--- src/core/drs_pkg.sv ---
// Purpose: Shared types and constants for the drive remote status bit map
// Assumes: One 50 MHz clock; selection codes index a 16-entry function vector
// Notes:   Selection code zero always means no function assigned
package drs_pkg;

	// ------------------------------------------------------------
	// Clock and timing
	// ------------------------------------------------------------
	localparam int unsigned CLK_MHZ       = 50;
	localparam int unsigned SETUP_TIME_US = 10;
	localparam int unsigned SETUP_CYCLES  = SETUP_TIME_US * CLK_MHZ;
	localparam int unsigned SETUP_CNT_W   = 10;
	localparam int unsigned NVM_WAIT_CYC  = 8;
	localparam int unsigned NVM_CNT_W     = 4;

	// ------------------------------------------------------------
	// Function selection
	// ------------------------------------------------------------
	localparam int unsigned FUNC_W = 16;
	localparam int unsigned SEL_W  = 4;
	typedef logic [SEL_W-1:0] drs_sel_t;

	localparam drs_sel_t SEL_NONE      = 4'h0;
	localparam drs_sel_t SEL_RUN_DFLT  = 4'h1;
	localparam drs_sel_t SEL_FU_DFLT   = 4'h2;
	localparam drs_sel_t SEL_FLT_DFLT  = 4'h3;

	// Reassignable bit selections
	typedef struct packed {
		drs_sel_t run_sel;
		drs_sel_t fdet_sel;
		drs_sel_t flt_sel;
		drs_sel_t [2:0] dig_sel;
		drs_sel_t [3:0] net_sel;
	} drs_cfg_s;

	// Commands from the master
	typedef struct packed {
		logic monitor_cmd;
		logic volatile_write_cmd;
		logic persistent_write_cmd;
		logic instr_exec_request;
		logic error_reset_request;
	} drs_cmd_s;

	// Status image returned to the master
	typedef struct packed {
		logic fwd_running_flag;
		logic rev_running_flag;
		logic motion_status_bit;
		logic at_speed_bit;
		logic overload_warn_bit;
		logic net_out1_bit;
		logic freq_detect_bit;
		logic fault_bit;
		logic net_out2_bit;
		logic dig_out0_bit;
		logic dig_out1_bit;
		logic dig_out2_bit;
		logic monitor_valid_flag;
		logic ram_write_done;
		logic persistent_write_done;
		logic instr_done_flag;
		logic net_out3_bit;
		logic net_out4_bit;
		logic drive_error_flag;
		logic station_ready_flag;
	} drs_stat_s;

endpackage : drs_pkg

--- src/core/drs_status_map.sv ---
// Purpose: Builds the status bits a drive returns to its network master
// Assumes: Drive-side inputs come from logic on clk_sys; master commands are levels
// Notes:   Handshake flags follow their command; fault trip drops station ready
`timescale 1ns/1ps

module drs_status_map
	import drs_pkg::*;
(
	// Clock and reset
	input  wire logic                clk_sys,
	input  wire logic                nrst,
	// Drive state
	input  wire logic                motor_fwd,
	input  wire logic                motor_rev,
	input  wire logic                up_to_speed_signal,
	input  wire logic                overload_signal,
	input  wire logic [FUNC_W-1:0]   func_vec,
	input  wire logic                fault_trip,
	// Configuration
	input  wire drs_cfg_s            cfg,
	// Master commands
	input  wire drs_cmd_s            cmd,
	// Completion sources
	input  wire logic                monitor_stored,
	input  wire logic                ram_stored,
	input  wire logic                nvm_stored,
	input  wire logic                instr_pending,
	// Requests toward drive internals
	output logic                     drive_reset_pulse,
	output logic                     instr_start_pulse,
	// Status image
	output drs_stat_s                stat
);

	// ------------------------------------------------------------
	// Reset release
	// ------------------------------------------------------------
	logic rst_s1_reg;
	logic rst_n;
	always_ff @(posedge clk_sys or negedge nrst) begin
		if (!nrst) begin
			rst_s1_reg <= 1'b0;
			rst_n      <= 1'b0;
		end else begin
			rst_s1_reg <= 1'b1;
			rst_n      <= rst_s1_reg;
		end
	end

	// Selector with code zero meaning unassigned
	function automatic logic pick(input logic [FUNC_W-1:0] v, input drs_sel_t s);
		pick = (s == SEL_NONE) ? 1'b0 : v[s];
	endfunction

	// ------------------------------------------------------------
	// Terminal function bits
	// ------------------------------------------------------------
	logic fwd_reg, rev_reg, run_reg, su_reg, ol_reg, fdet_reg, flt_reg;
	logic [2:0] dig_reg;
	logic [3:0] net_reg;
	always_ff @(posedge clk_sys or negedge rst_n) begin
		if (!rst_n) begin
			fwd_reg  <= 1'b0;
			rev_reg  <= 1'b0;
			run_reg  <= 1'b0;
			su_reg   <= 1'b0;
			ol_reg   <= 1'b0;
			fdet_reg <= 1'b0;
			flt_reg  <= 1'b0;
			dig_reg  <= 3'h0;
			net_reg  <= 4'h0;
		end else begin
			// Both directions at once is treated as neither
			fwd_reg  <= motor_fwd & ~motor_rev;
			rev_reg  <= motor_rev & ~motor_fwd;
			run_reg  <= pick(func_vec, cfg.run_sel);
			fdet_reg <= pick(func_vec, cfg.fdet_sel);
			flt_reg  <= pick(func_vec, cfg.flt_sel);
			su_reg   <= up_to_speed_signal;
			ol_reg   <= overload_signal;
			for (int i = 0; i < 3; i++) begin
				dig_reg[i] <= pick(func_vec, cfg.dig_sel[i]);
			end
			for (int i = 0; i < 4; i++) begin
				net_reg[i] <= pick(func_vec, cfg.net_sel[i]);
			end
		end
	end

	// ------------------------------------------------------------
	// Command handshakes
	// ------------------------------------------------------------
	logic mon_reg, ram_reg, nvm_reg, ins_reg;
	logic ram_seen_reg;
	logic ins_cmd_d_reg;
	always_ff @(posedge clk_sys or negedge rst_n) begin
		if (!rst_n) begin
			mon_reg       <= 1'b0;
			ram_reg       <= 1'b0;
			nvm_reg       <= 1'b0;
			ins_reg       <= 1'b0;
			ram_seen_reg  <= 1'b0;
			ins_cmd_d_reg <= 1'b0;
		end else begin
			ins_cmd_d_reg <= cmd.instr_exec_request;
			// Flags drop as soon as the command falls; rise only while it stands
			if (!cmd.monitor_cmd) mon_reg <= 1'b0;
			else if (monitor_stored) mon_reg <= 1'b1;
			if (!cmd.volatile_write_cmd) ram_reg <= 1'b0;
			else if (ram_stored) ram_reg <= 1'b1;
			if (!cmd.persistent_write_cmd) begin
				nvm_reg      <= 1'b0;
				ram_seen_reg <= 1'b0;
			end else begin
				if (ram_stored) ram_seen_reg <= 1'b1;
				// Nonvolatile store counts only once the working copy is held, before or in the same cycle
				if ((ram_seen_reg | ram_stored) & nvm_stored) nvm_reg <= 1'b1;
			end
			// Done waits one cycle past the start so pending can assert
			if (!cmd.instr_exec_request) ins_reg <= 1'b0;
			else if (ins_cmd_d_reg & !instr_pending & !instr_start_pulse) ins_reg <= 1'b1;
		end
	end
	assign instr_start_pulse = cmd.instr_exec_request & ~ins_cmd_d_reg;

	// ------------------------------------------------------------
	// Error and station ready
	// ------------------------------------------------------------
	typedef enum logic [1:0] {ST_SETUP, ST_READY, ST_FAULT, ST_RECOVER} drs_state_e;
	drs_state_e st_reg;
	logic [SETUP_CNT_W-1:0] setup_cnt_reg;
	logic err_reg, rdy_reg, rst_pulse_reg;
	always_ff @(posedge clk_sys or negedge rst_n) begin
		if (!rst_n) begin
			st_reg        <= ST_SETUP;
			setup_cnt_reg <= '0;
			err_reg       <= 1'b0;
			rdy_reg       <= 1'b0;
			rst_pulse_reg <= 1'b0;
		end else begin
			rst_pulse_reg <= 1'b0;
			if (fault_trip) begin
				st_reg  <= ST_FAULT;
				err_reg <= 1'b1;
				rdy_reg <= 1'b0;
			end else begin
				unique case (st_reg)
					ST_SETUP: begin
						if (setup_cnt_reg == SETUP_CNT_W'(SETUP_CYCLES - 1)) begin
							st_reg  <= ST_READY;
							rdy_reg <= 1'b1;
						end else begin
							setup_cnt_reg <= setup_cnt_reg + 1'b1;
						end
					end
					ST_READY: ;
					ST_FAULT: begin
						if (cmd.error_reset_request) begin
							st_reg        <= ST_RECOVER;
							rst_pulse_reg <= 1'b1;
						end
					end
					ST_RECOVER: begin
						// Drive reset reruns initial setup before ready returns
						err_reg       <= 1'b0;
						setup_cnt_reg <= '0;
						st_reg        <= ST_SETUP;
					end
				endcase
			end
		end
	end
	assign drive_reset_pulse = rst_pulse_reg;

	// ------------------------------------------------------------
	// Status image
	// ------------------------------------------------------------
	always_comb begin
		stat                       = '0;
		stat.fwd_running_flag      = fwd_reg;
		stat.rev_running_flag      = rev_reg;
		stat.motion_status_bit     = run_reg;
		stat.at_speed_bit          = su_reg;
		stat.overload_warn_bit     = ol_reg;
		stat.net_out1_bit          = net_reg[0];
		stat.freq_detect_bit       = fdet_reg;
		stat.fault_bit             = flt_reg;
		stat.net_out2_bit          = net_reg[1];
		stat.dig_out0_bit          = dig_reg[0];
		stat.dig_out1_bit          = dig_reg[1];
		stat.dig_out2_bit          = dig_reg[2];
		stat.monitor_valid_flag    = mon_reg;
		stat.ram_write_done        = ram_reg;
		stat.persistent_write_done = nvm_reg;
		stat.instr_done_flag       = ins_reg;
		stat.net_out3_bit          = net_reg[2];
		stat.net_out4_bit          = net_reg[3];
		stat.drive_error_flag      = err_reg;
		stat.station_ready_flag    = rdy_reg;
	end

	// ------------------------------------------------------------
	// Checks
	// ------------------------------------------------------------
	// Terminal bits trail their sources by one register stage
	a_fwd_rev_excl: assert property (@(posedge clk_sys) disable iff (!rst_n)
		!(fwd_reg && rev_reg)) else $error("both direction flags set");
	a_fwd_follows: assert property (@(posedge clk_sys) disable iff (!rst_n)
		(motor_fwd && !motor_rev) |=> fwd_reg) else $error("forward flag missed");
	a_fwd_only: assert property (@(posedge clk_sys) disable iff (!rst_n)
		!(motor_fwd && !motor_rev) |=> !fwd_reg) else $error("forward flag stray");
	a_rev_follows: assert property (@(posedge clk_sys) disable iff (!rst_n)
		(motor_rev && !motor_fwd) |=> rev_reg) else $error("reverse flag missed");
	a_rev_only: assert property (@(posedge clk_sys) disable iff (!rst_n)
		!(motor_rev && !motor_fwd) |=> !rev_reg) else $error("reverse flag stray");
	a_run_copy: assert property (@(posedge clk_sys) disable iff (!rst_n)
		(cfg.run_sel != SEL_NONE) |=> run_reg == $past(func_vec[cfg.run_sel]))
		else $error("running bit wrong");
	a_fdet_copy: assert property (@(posedge clk_sys) disable iff (!rst_n)
		(cfg.fdet_sel != SEL_NONE) |=> fdet_reg == $past(func_vec[cfg.fdet_sel]))
		else $error("frequency bit wrong");
	a_flt_copy: assert property (@(posedge clk_sys) disable iff (!rst_n)
		(cfg.flt_sel != SEL_NONE) |=> flt_reg == $past(func_vec[cfg.flt_sel]))
		else $error("fault bit wrong");
	a_fixed_bits: assert property (@(posedge clk_sys) disable iff (!rst_n)
		1'b1 |=> su_reg == $past(up_to_speed_signal) && ol_reg == $past(overload_signal))
		else $error("fixed bit wrong");
	// Digital slots 0 and 1 and network slots 0 and 3 stand for the rest; they share the same select logic
	a_dig_empty: assert property (@(posedge clk_sys) disable iff (!rst_n)
		(cfg.dig_sel[0] == SEL_NONE) |=> !dig_reg[0]) else $error("dig bit set unassigned");
	a_dig_copy: assert property (@(posedge clk_sys) disable iff (!rst_n)
		(cfg.dig_sel[1] != SEL_NONE) |=> dig_reg[1] == $past(func_vec[cfg.dig_sel[1]]))
		else $error("dig bit wrong");
	a_net_empty: assert property (@(posedge clk_sys) disable iff (!rst_n)
		(cfg.net_sel[0] == SEL_NONE) |=> !net_reg[0]) else $error("net bit set unassigned");
	a_net_copy: assert property (@(posedge clk_sys) disable iff (!rst_n)
		(cfg.net_sel[3] != SEL_NONE) |=> net_reg[3] == $past(func_vec[cfg.net_sel[3]]))
		else $error("net bit wrong");
	// Handshake flags rise only behind their command and fall with it
	a_mon_drop: assert property (@(posedge clk_sys) disable iff (!rst_n)
		!cmd.monitor_cmd |=> !mon_reg) else $error("monitor flag stuck");
	a_mon_rise: assert property (@(posedge clk_sys) disable iff (!rst_n)
		$rose(mon_reg) |-> $past(monitor_stored && cmd.monitor_cmd))
		else $error("monitor flag early");
	a_ram_rise: assert property (@(posedge clk_sys) disable iff (!rst_n)
		(cmd.volatile_write_cmd && ram_stored) |=> ram_reg) else $error("ram flag missed");
	a_ram_drop: assert property (@(posedge clk_sys) disable iff (!rst_n)
		!cmd.volatile_write_cmd |=> !ram_reg) else $error("ram flag stuck");
	a_nvm_order: assert property (@(posedge clk_sys) disable iff (!rst_n)
		$rose(nvm_reg) |-> $past(nvm_stored)) else $error("nvm flag early");
	a_nvm_drop: assert property (@(posedge clk_sys) disable iff (!rst_n)
		!cmd.persistent_write_cmd |=> !nvm_reg) else $error("nvm flag stuck");
	a_ins_drop: assert property (@(posedge clk_sys) disable iff (!rst_n)
		!cmd.instr_exec_request |=> !ins_reg) else $error("instr flag stuck");
	a_ins_rise: assert property (@(posedge clk_sys) disable iff (!rst_n)
		$rose(ins_reg) |-> $past(cmd.instr_exec_request && ins_cmd_d_reg && !instr_pending))
		else $error("instr flag early");
	a_start_once: assert property (@(posedge clk_sys) disable iff (!rst_n)
		instr_start_pulse |=> !instr_start_pulse) else $error("start pulse too long");
	// A trip takes priority over any step of setup or recovery
	a_err_set: assert property (@(posedge clk_sys) disable iff (!rst_n)
		fault_trip |=> err_reg && !rdy_reg) else $error("fault not flagged");
	a_rdy_setup: assert property (@(posedge clk_sys) disable iff (!rst_n)
		$rose(rdy_reg) |-> setup_cnt_reg == SETUP_CNT_W'(SETUP_CYCLES - 1))
		else $error("ready before setup");
	a_rdy_fault: assert property (@(posedge clk_sys) disable iff (!rst_n)
		(st_reg == ST_FAULT) |-> !rdy_reg) else $error("ready while faulted");
	a_err_clear: assert property (@(posedge clk_sys) disable iff (!rst_n)
		(st_reg == ST_FAULT && cmd.error_reset_request && !fault_trip) |=> drive_reset_pulse
		##1 (!err_reg || $past(fault_trip))) else $error("error not cleared");
	a_reset_cause: assert property (@(posedge clk_sys) disable iff (!rst_n)
		drive_reset_pulse |-> $past(st_reg == ST_FAULT && cmd.error_reset_request && !fault_trip))
		else $error("reset pulse unrequested");
	a_err_fall: assert property (@(posedge clk_sys) disable iff (!rst_n)
		$fell(err_reg) |-> $past(st_reg == ST_RECOVER))
		else $error("error cleared early");

	// Main scenarios the bench is expected to reach
	c_monitor: cover property (@(posedge clk_sys) disable iff (!rst_n) $rose(mon_reg));
	c_persist: cover property (@(posedge clk_sys) disable iff (!rst_n) $rose(nvm_reg));
	c_instr:   cover property (@(posedge clk_sys) disable iff (!rst_n) $rose(ins_reg));
	c_recover: cover property (@(posedge clk_sys) disable iff (!rst_n) $fell(err_reg));
	c_ready:   cover property (@(posedge clk_sys) disable iff (!rst_n) $rose(rdy_reg));

endmodule // drs_status_map

--- config.mk ---
export PLATFORM = sky130hd
export DESIGN_NAME = drs_status_map
export DESIGN_NICKNAME = d
export VERILOG_FILES = /design/src/core/drs_pkg.sv /design/src/core/drs_status_map.sv
export SDC_FILE = /design/constraint.sdc
export NUM_CORES = 1
export LEC_CHECK = 0
export BUFFER_PORTS_ARGS = -buffer_cell sky130_fd_sc_hd__buf_2
export CORE_MARGIN = 5
export CORE_UTILIZATION = 45
export CTS_CLUSTER_SIZE = 8
export DETAILED_ROUTE_END_ITERATION = 10
export GPL_TIMING_DRIVEN = 0
export PLACE_DENSITY_LB_ADDON = 0.15
export SLEW_MARGIN = 40
export SYNTH_ARGS = -nofsm -noshare
export SYNTH_HDL_FRONTEND = slang
export SYNTH_SLANG_ARGS = --single-unit
--- constraint.sdc ---
create_clock -name clk_sys -period 1.8 [get_ports clk_sys]
set_clock_uncertainty 0.15 [all_clocks]
set_input_delay 0.54 -clock clk_sys [delete_from_list [all_inputs] [get_ports clk_sys]]
set_output_delay 0.54 -clock clk_sys [all_outputs]
set_load 0.05 [all_outputs]
Word level (Yosys, flattened, before mapping)
Cells that the tools add are included.
{"block": "word_totals", "reg_bits": 37, "in_bits": 72, "romBits": 0, "latch_bits": 0, "n_memories": 0, "ram_bits": 0, "output_inout_bits": 22}
{"block": "classes", "bitwise_logic": 11, "eq_ne": 11, "mul": 0, "shifts": 0, "div_mod_pow": 0, "n_addsub": 1, "n_lt_le_gt_ge": 10, "n_reduce_logical": 21, "muxes": 53}
{"cell": "< comparator 4 x 5 -> 1 bit, second input constant", "count": 10}
{"cell": "binary-select mux 1 bit (select 4 bit)", "count": 10}
{"cell": "zero test 4 bit", "count": 10}
{"cell": "2-to-1 mux 1 bit", "count": 37}
{"cell": "case mux 10 bit (2 select lines)", "count": 1}
{"cell": "adder 10 x 1 -> 10 bit, second input constant", "count": 1}
{"cell": "== test 10 x 9 -> 1 bit, second input constant", "count": 1}
{"cell": "2-to-1 mux 10 bit", "count": 1}
{"cell": "!= test 2 x 1 -> 1 bit, second input constant", "count": 5}
{"cell": "nonzero test 2 bit", "count": 4}
{"cell": "AND 1 bit", "count": 6}
{"cell": "2-to-1 mux 2 bit", "count": 3}
{"cell": "!= test 3 bit, second input constant", "count": 2}
{"cell": "case mux 2 bit (3 select lines)", "count": 1}
{"cell": "AND reduction 3 bit", "count": 2}
{"cell": "== test 2 bit, second input constant", "count": 2}
{"cell": "NOT 1 bit", "count": 4}
{"cell": "nonzero test 4 bit", "count": 1}
{"cell": "zero test 1 bit", "count": 2}
{"cell": "zero test 2 bit", "count": 1}
{"cell": "!= test 2 bit, second input constant", "count": 1}
{"cell": "AND reduction 2 bit", "count": 1}
{"cell": "bitwise OR 1 bit", "count": 1}

Logic depth before layout (Yosys ltp)
{"block": "logic_depth", "word_depth": 6, "mapped_depth": 7, "ltp_nobuf": 6}

Worst setup path after synthesis
OpenSTA, ideal clock, no wires.
{"block": "synth_timing", "path_kind": "input to output", "startpoint": "input port cmd[1] (netlist bit)", "endpoint": "output port instr_start_pulse", "n_path_buf": 0, "required_ns": 1.110, "slack_ns": -0.137, "cell_stages": 1, "arrival_ns": 1.247, "path_cell_list": "nor2b_1"}
{"block": "synth_via", "elab_chain_len": 1}
{"element": "start, declared", "line": "drs_status_map.sv:22", "rtl": "input wire drs_cmd_s cmd,"}
{"element": "AND 1 bit", "line": "drs_status_map.sv:124", "rtl": "assign instr_start_pulse = cmd.instr_exec_request & ~ins_cmd_d_reg;"}
{"element": "end, declared", "line": "drs_status_map.sv:30", "rtl": "output logic instr_start_pulse,"}
No other way between the ends.

Worst setup path in the final report
{"block": "layout_timing", "startpoint": "register st_reg[0]", "endpoint": "register setup_cnt_reg[6]"}
{"block": "layout_via", "elab_chain_len": 3, "elab_cells_between_ends": 6, "classes_between": "eq/ne (2); mux (1); reduce/logical (3)"}
{"element": "start, declared", "line": "drs_status_map.sv:130", "rtl": "drs_state_e st_reg;"}
{"element": "start signal, assigned", "line": "drs_status_map.sv:135", "rtl": "st_reg <= ST_SETUP;"}
{"element": "start signal, assigned", "line": "drs_status_map.sv:143", "rtl": "st_reg <= ST_FAULT;"}
{"element": "start signal, assigned", "line": "drs_status_map.sv:150", "rtl": "st_reg <= ST_READY;"}
{"element": "== test 2 bit / zero test 2 bit (equally long branches)", "line": "drs_status_map.sv:147", "rtl": "unique case (st_reg)"}
{"element": "nonzero test 2 bit (no source line) / != test 2 bit (equally long branches)"}
{"element": "AND reduction 3 bit (no source line)"}
{"element": "end signal, assigned", "line": "drs_status_map.sv:153", "rtl": "setup_cnt_reg <= setup_cnt_reg + 1'b1;"}
{"element": "end, declared", "line": "drs_status_map.sv:131", "rtl": "logic [SETUP_CNT_W-1:0] setup_cnt_reg;"}
Several ways; a longest one is shown, not always the timed one.
A chain may end at the register's enable or synchronous reset.

==> impl_metrics.ini <==
[status]
outcome = complete, but fails checks
violations = negative setup slack

[placement]
routabilityCongestion = 0.766
dpl.hpwl_um = 5220
io_buffer_count = 75
dp_slack_ns = -0.329
dp.cells = 409

[pwr]
power.density_mw_per_mm2 = 745
power_mw = 2.78
power_leakage_nw = 1.67
vdd_ir_drop_max_mv = 0.539

[synth]
synth_area_leaders = dfrtp_1 (32%), mux4_2 (23%), mux2i_1 (11%)
synthTopCellsByCount = dfrtp_1 (37), mux2i_1 (31), mux4_2 (30), nand2_1 (30), o21ai_0 (21)
synth_area_per_cell_um2 = 11.3
yosysWarningCount = 0
synth-edff-count = 0
synth_seq_cells = 37
synthCells = 256
seq_area_frac_synth_pct = 32.0
yosysMostFrequentCell = dfrtp_1
netlist_area_mm2 = 0.00290
synth_ff_type = dfrtp_1
synth_area_leader_cell = dfrtp_1
synth_top_area_share_pct = 32.0
synth-async-reset-ratio_pct = 100
yosys.cell_types.count = 39
syn_nets = 332

[setup_path]
critPathTopFamily = simple AND/OR/NAND/NOR gates
cpPeakStageDelay_ns = 0.48
crit_cells = 6
crit_type = reg -> reg
crit_fanout = 3
crit_slowest_cell = or4_4
startpoint_type = register
crit_chain = inv_2 > ha_4 > or2_4 > or4_4 > a21oi_2 > a21o_1
critical_path_required_ns = 1.88
worst_setup_path_end_kind = register
r2r_slack_ns = -0.06
rr_worst_depth = 6
reg2reg_to = setup_cnt_reg[6]
crit_start = st_reg[0]
setup.worst_path.end = setup_cnt_reg[6]
critPathBufInv = 1
r2r-start = st_reg[0]
worstPathArrival_ns = 1.94

[sta]
timing.final.ws_setup_ns = -0.0606
post-route-period-util_pct = 103
finalCriticalPeriod_ns = 1.86
hold_viol = 0
maxSlewViolCount = 0
fin_tns_setup_ns = -0.0772
setup_violations = 3
rsz0062_at_grt = yes
max_freq_mhz = 537

[cells_and_area]
nets = 426
drive_above_1_share_pct = 55.6
fin_cells = 428
area_delta_synth_final_pct = 29.0
largest_reg_flops = 10
fin_util_pct = 59.2
antenna_cells = 0

[floorplanning]
die_w_um = 90.2
dieArea_mm2 = 0.00814
initial_core_util_pct = 45.9
die_y_um = 90.2
core_mm2 = 0.00631
ioPinCount = 94
rows = 29

[routing]
ant_nets = 0
post_drt_wl_per_cell_um = 17.5
dr.pass1.iters = 4
viasPerCell = 5.71
wl_um = 7500
drt_iter0_drc = 85
via_count = 2444
drc = 0

[cts]
cts_buffers = 5
clk_latency_ns = 0.29
cts_tree = done
cts.sinks = 37
h-tree-depth = 2
root_buffer = clkbuf_8
clkSlewWorstSetupHoldPaths_ns = 0.08
clockBufferDepth = 2

[global_route]
use_met2_pct = 30.7
met3_usage_pct = 4.01
antenna_found_initial = 0
grt_pass1_vias = 2551
grt-busiest-layer = met2
use_met1_pct = 22.9
grtUsageTotal_pct = 18.1
grt_overflow = 0
grt_max_degree = 21
grt_pass1_wl_um = 12000

[worst_hold_path]
hp-class = reg -> async

[job]
drv_cap = 0
==> cell usage in the layout, fill, tap and decap left out, types with 5 or more instances in the layout <==
cell / Yosys / layout
buf_2: 12 / 87
buf_4: 13 / 23
clkbuf_2: 0 / 7
clkbuf_8: 0 / 5
dfrtp_1: 37 / 35
mux2_2: 10 / 10
mux2i_1: 31 / 31
mux4_2: 30 / 30
nand2_1: 30 / 29
nor2_1: 7 / 6
o21ai_0: 21 / 17
==> area by class of cell <==
| class | instances | area (um2) |
|---|---|---|
| flip-flops and latches | 37 | 928 |
| clock buffers | 5 | 68.8 |
| well taps | 77 | 96.3 |
| plain buffers | 33 | 204 |
| multi-input cells | 182 | 1890 |
| inverters | 4 | 15.0 |
| clock inverters | 3 | 46.3 |
| fillers | 569 | 2580 |
| repair buffers | 87 | 488 |
==> what timing repair did <==
item / 4_1_cts / 5_1_grt
hold buffers: 1 / 0
hold endpoints to repair: 2 / 0
cloned: 0 / 0
endpoints found under the setup margin: 12 / 13
pin swaps: 4 / 8
gates resized for setup: 16 / 26
buffers inserted: 8 / 3
==> worst min path at each step <==
stage / start / end / slack, ns
6_report: rst_n / rev_reg / 0.04
5_1_grt: rst_n / fwd_reg / 0.09
4_1_cts: rst_n / fwd_reg / 0.06
3_5_place_dp: rst_n / fwd_reg / 0.05
3_3_place_gp: nrst / rst_n / 0.18
2_1_floorplan: nrst / rst_n / 0.09
==> through the flow <==
step           hold slack (ns)  cell area [um2]
3_5_place_dp            0.0526             3400
6_report                0.0416             3740
4_1_cts                 0.0612             3650
2_1_floorplan           0.0944             2900
5_1_grt                 0.0913             3740
3_3_place_gp             0.176             3370
==> per-layer routing <==
| layer | wire (um) | vias up |
|---|---|---|
| met5 | 0 | - |
| met1 | 2940 | 1195 |
| met3 | 504 | 4 |
| li1 | - | 1146 |
| met2 | 3990 | 99 |
| met4 | 68 | 0 |
==> power by group <==
| part | total, mW | internal (mW) | switching (mW) |
|---|---|---|---|
| combinational | 1.03 | 0.478 | 0.550 |
| sequential | 1.02 | 0.927 | 0.0936 |
| clock | 0.735 | 0.415 | 0.320 |
==> cells by family after synthesis <==
family,synth area share (%)
other cells,0.129
buf+inv,6.99
simple gates,11.2
compound gates,10.1
mux,37.9
flops,32.0
fa+ha+maj,1.73
(Power assumes the default switching activity.)
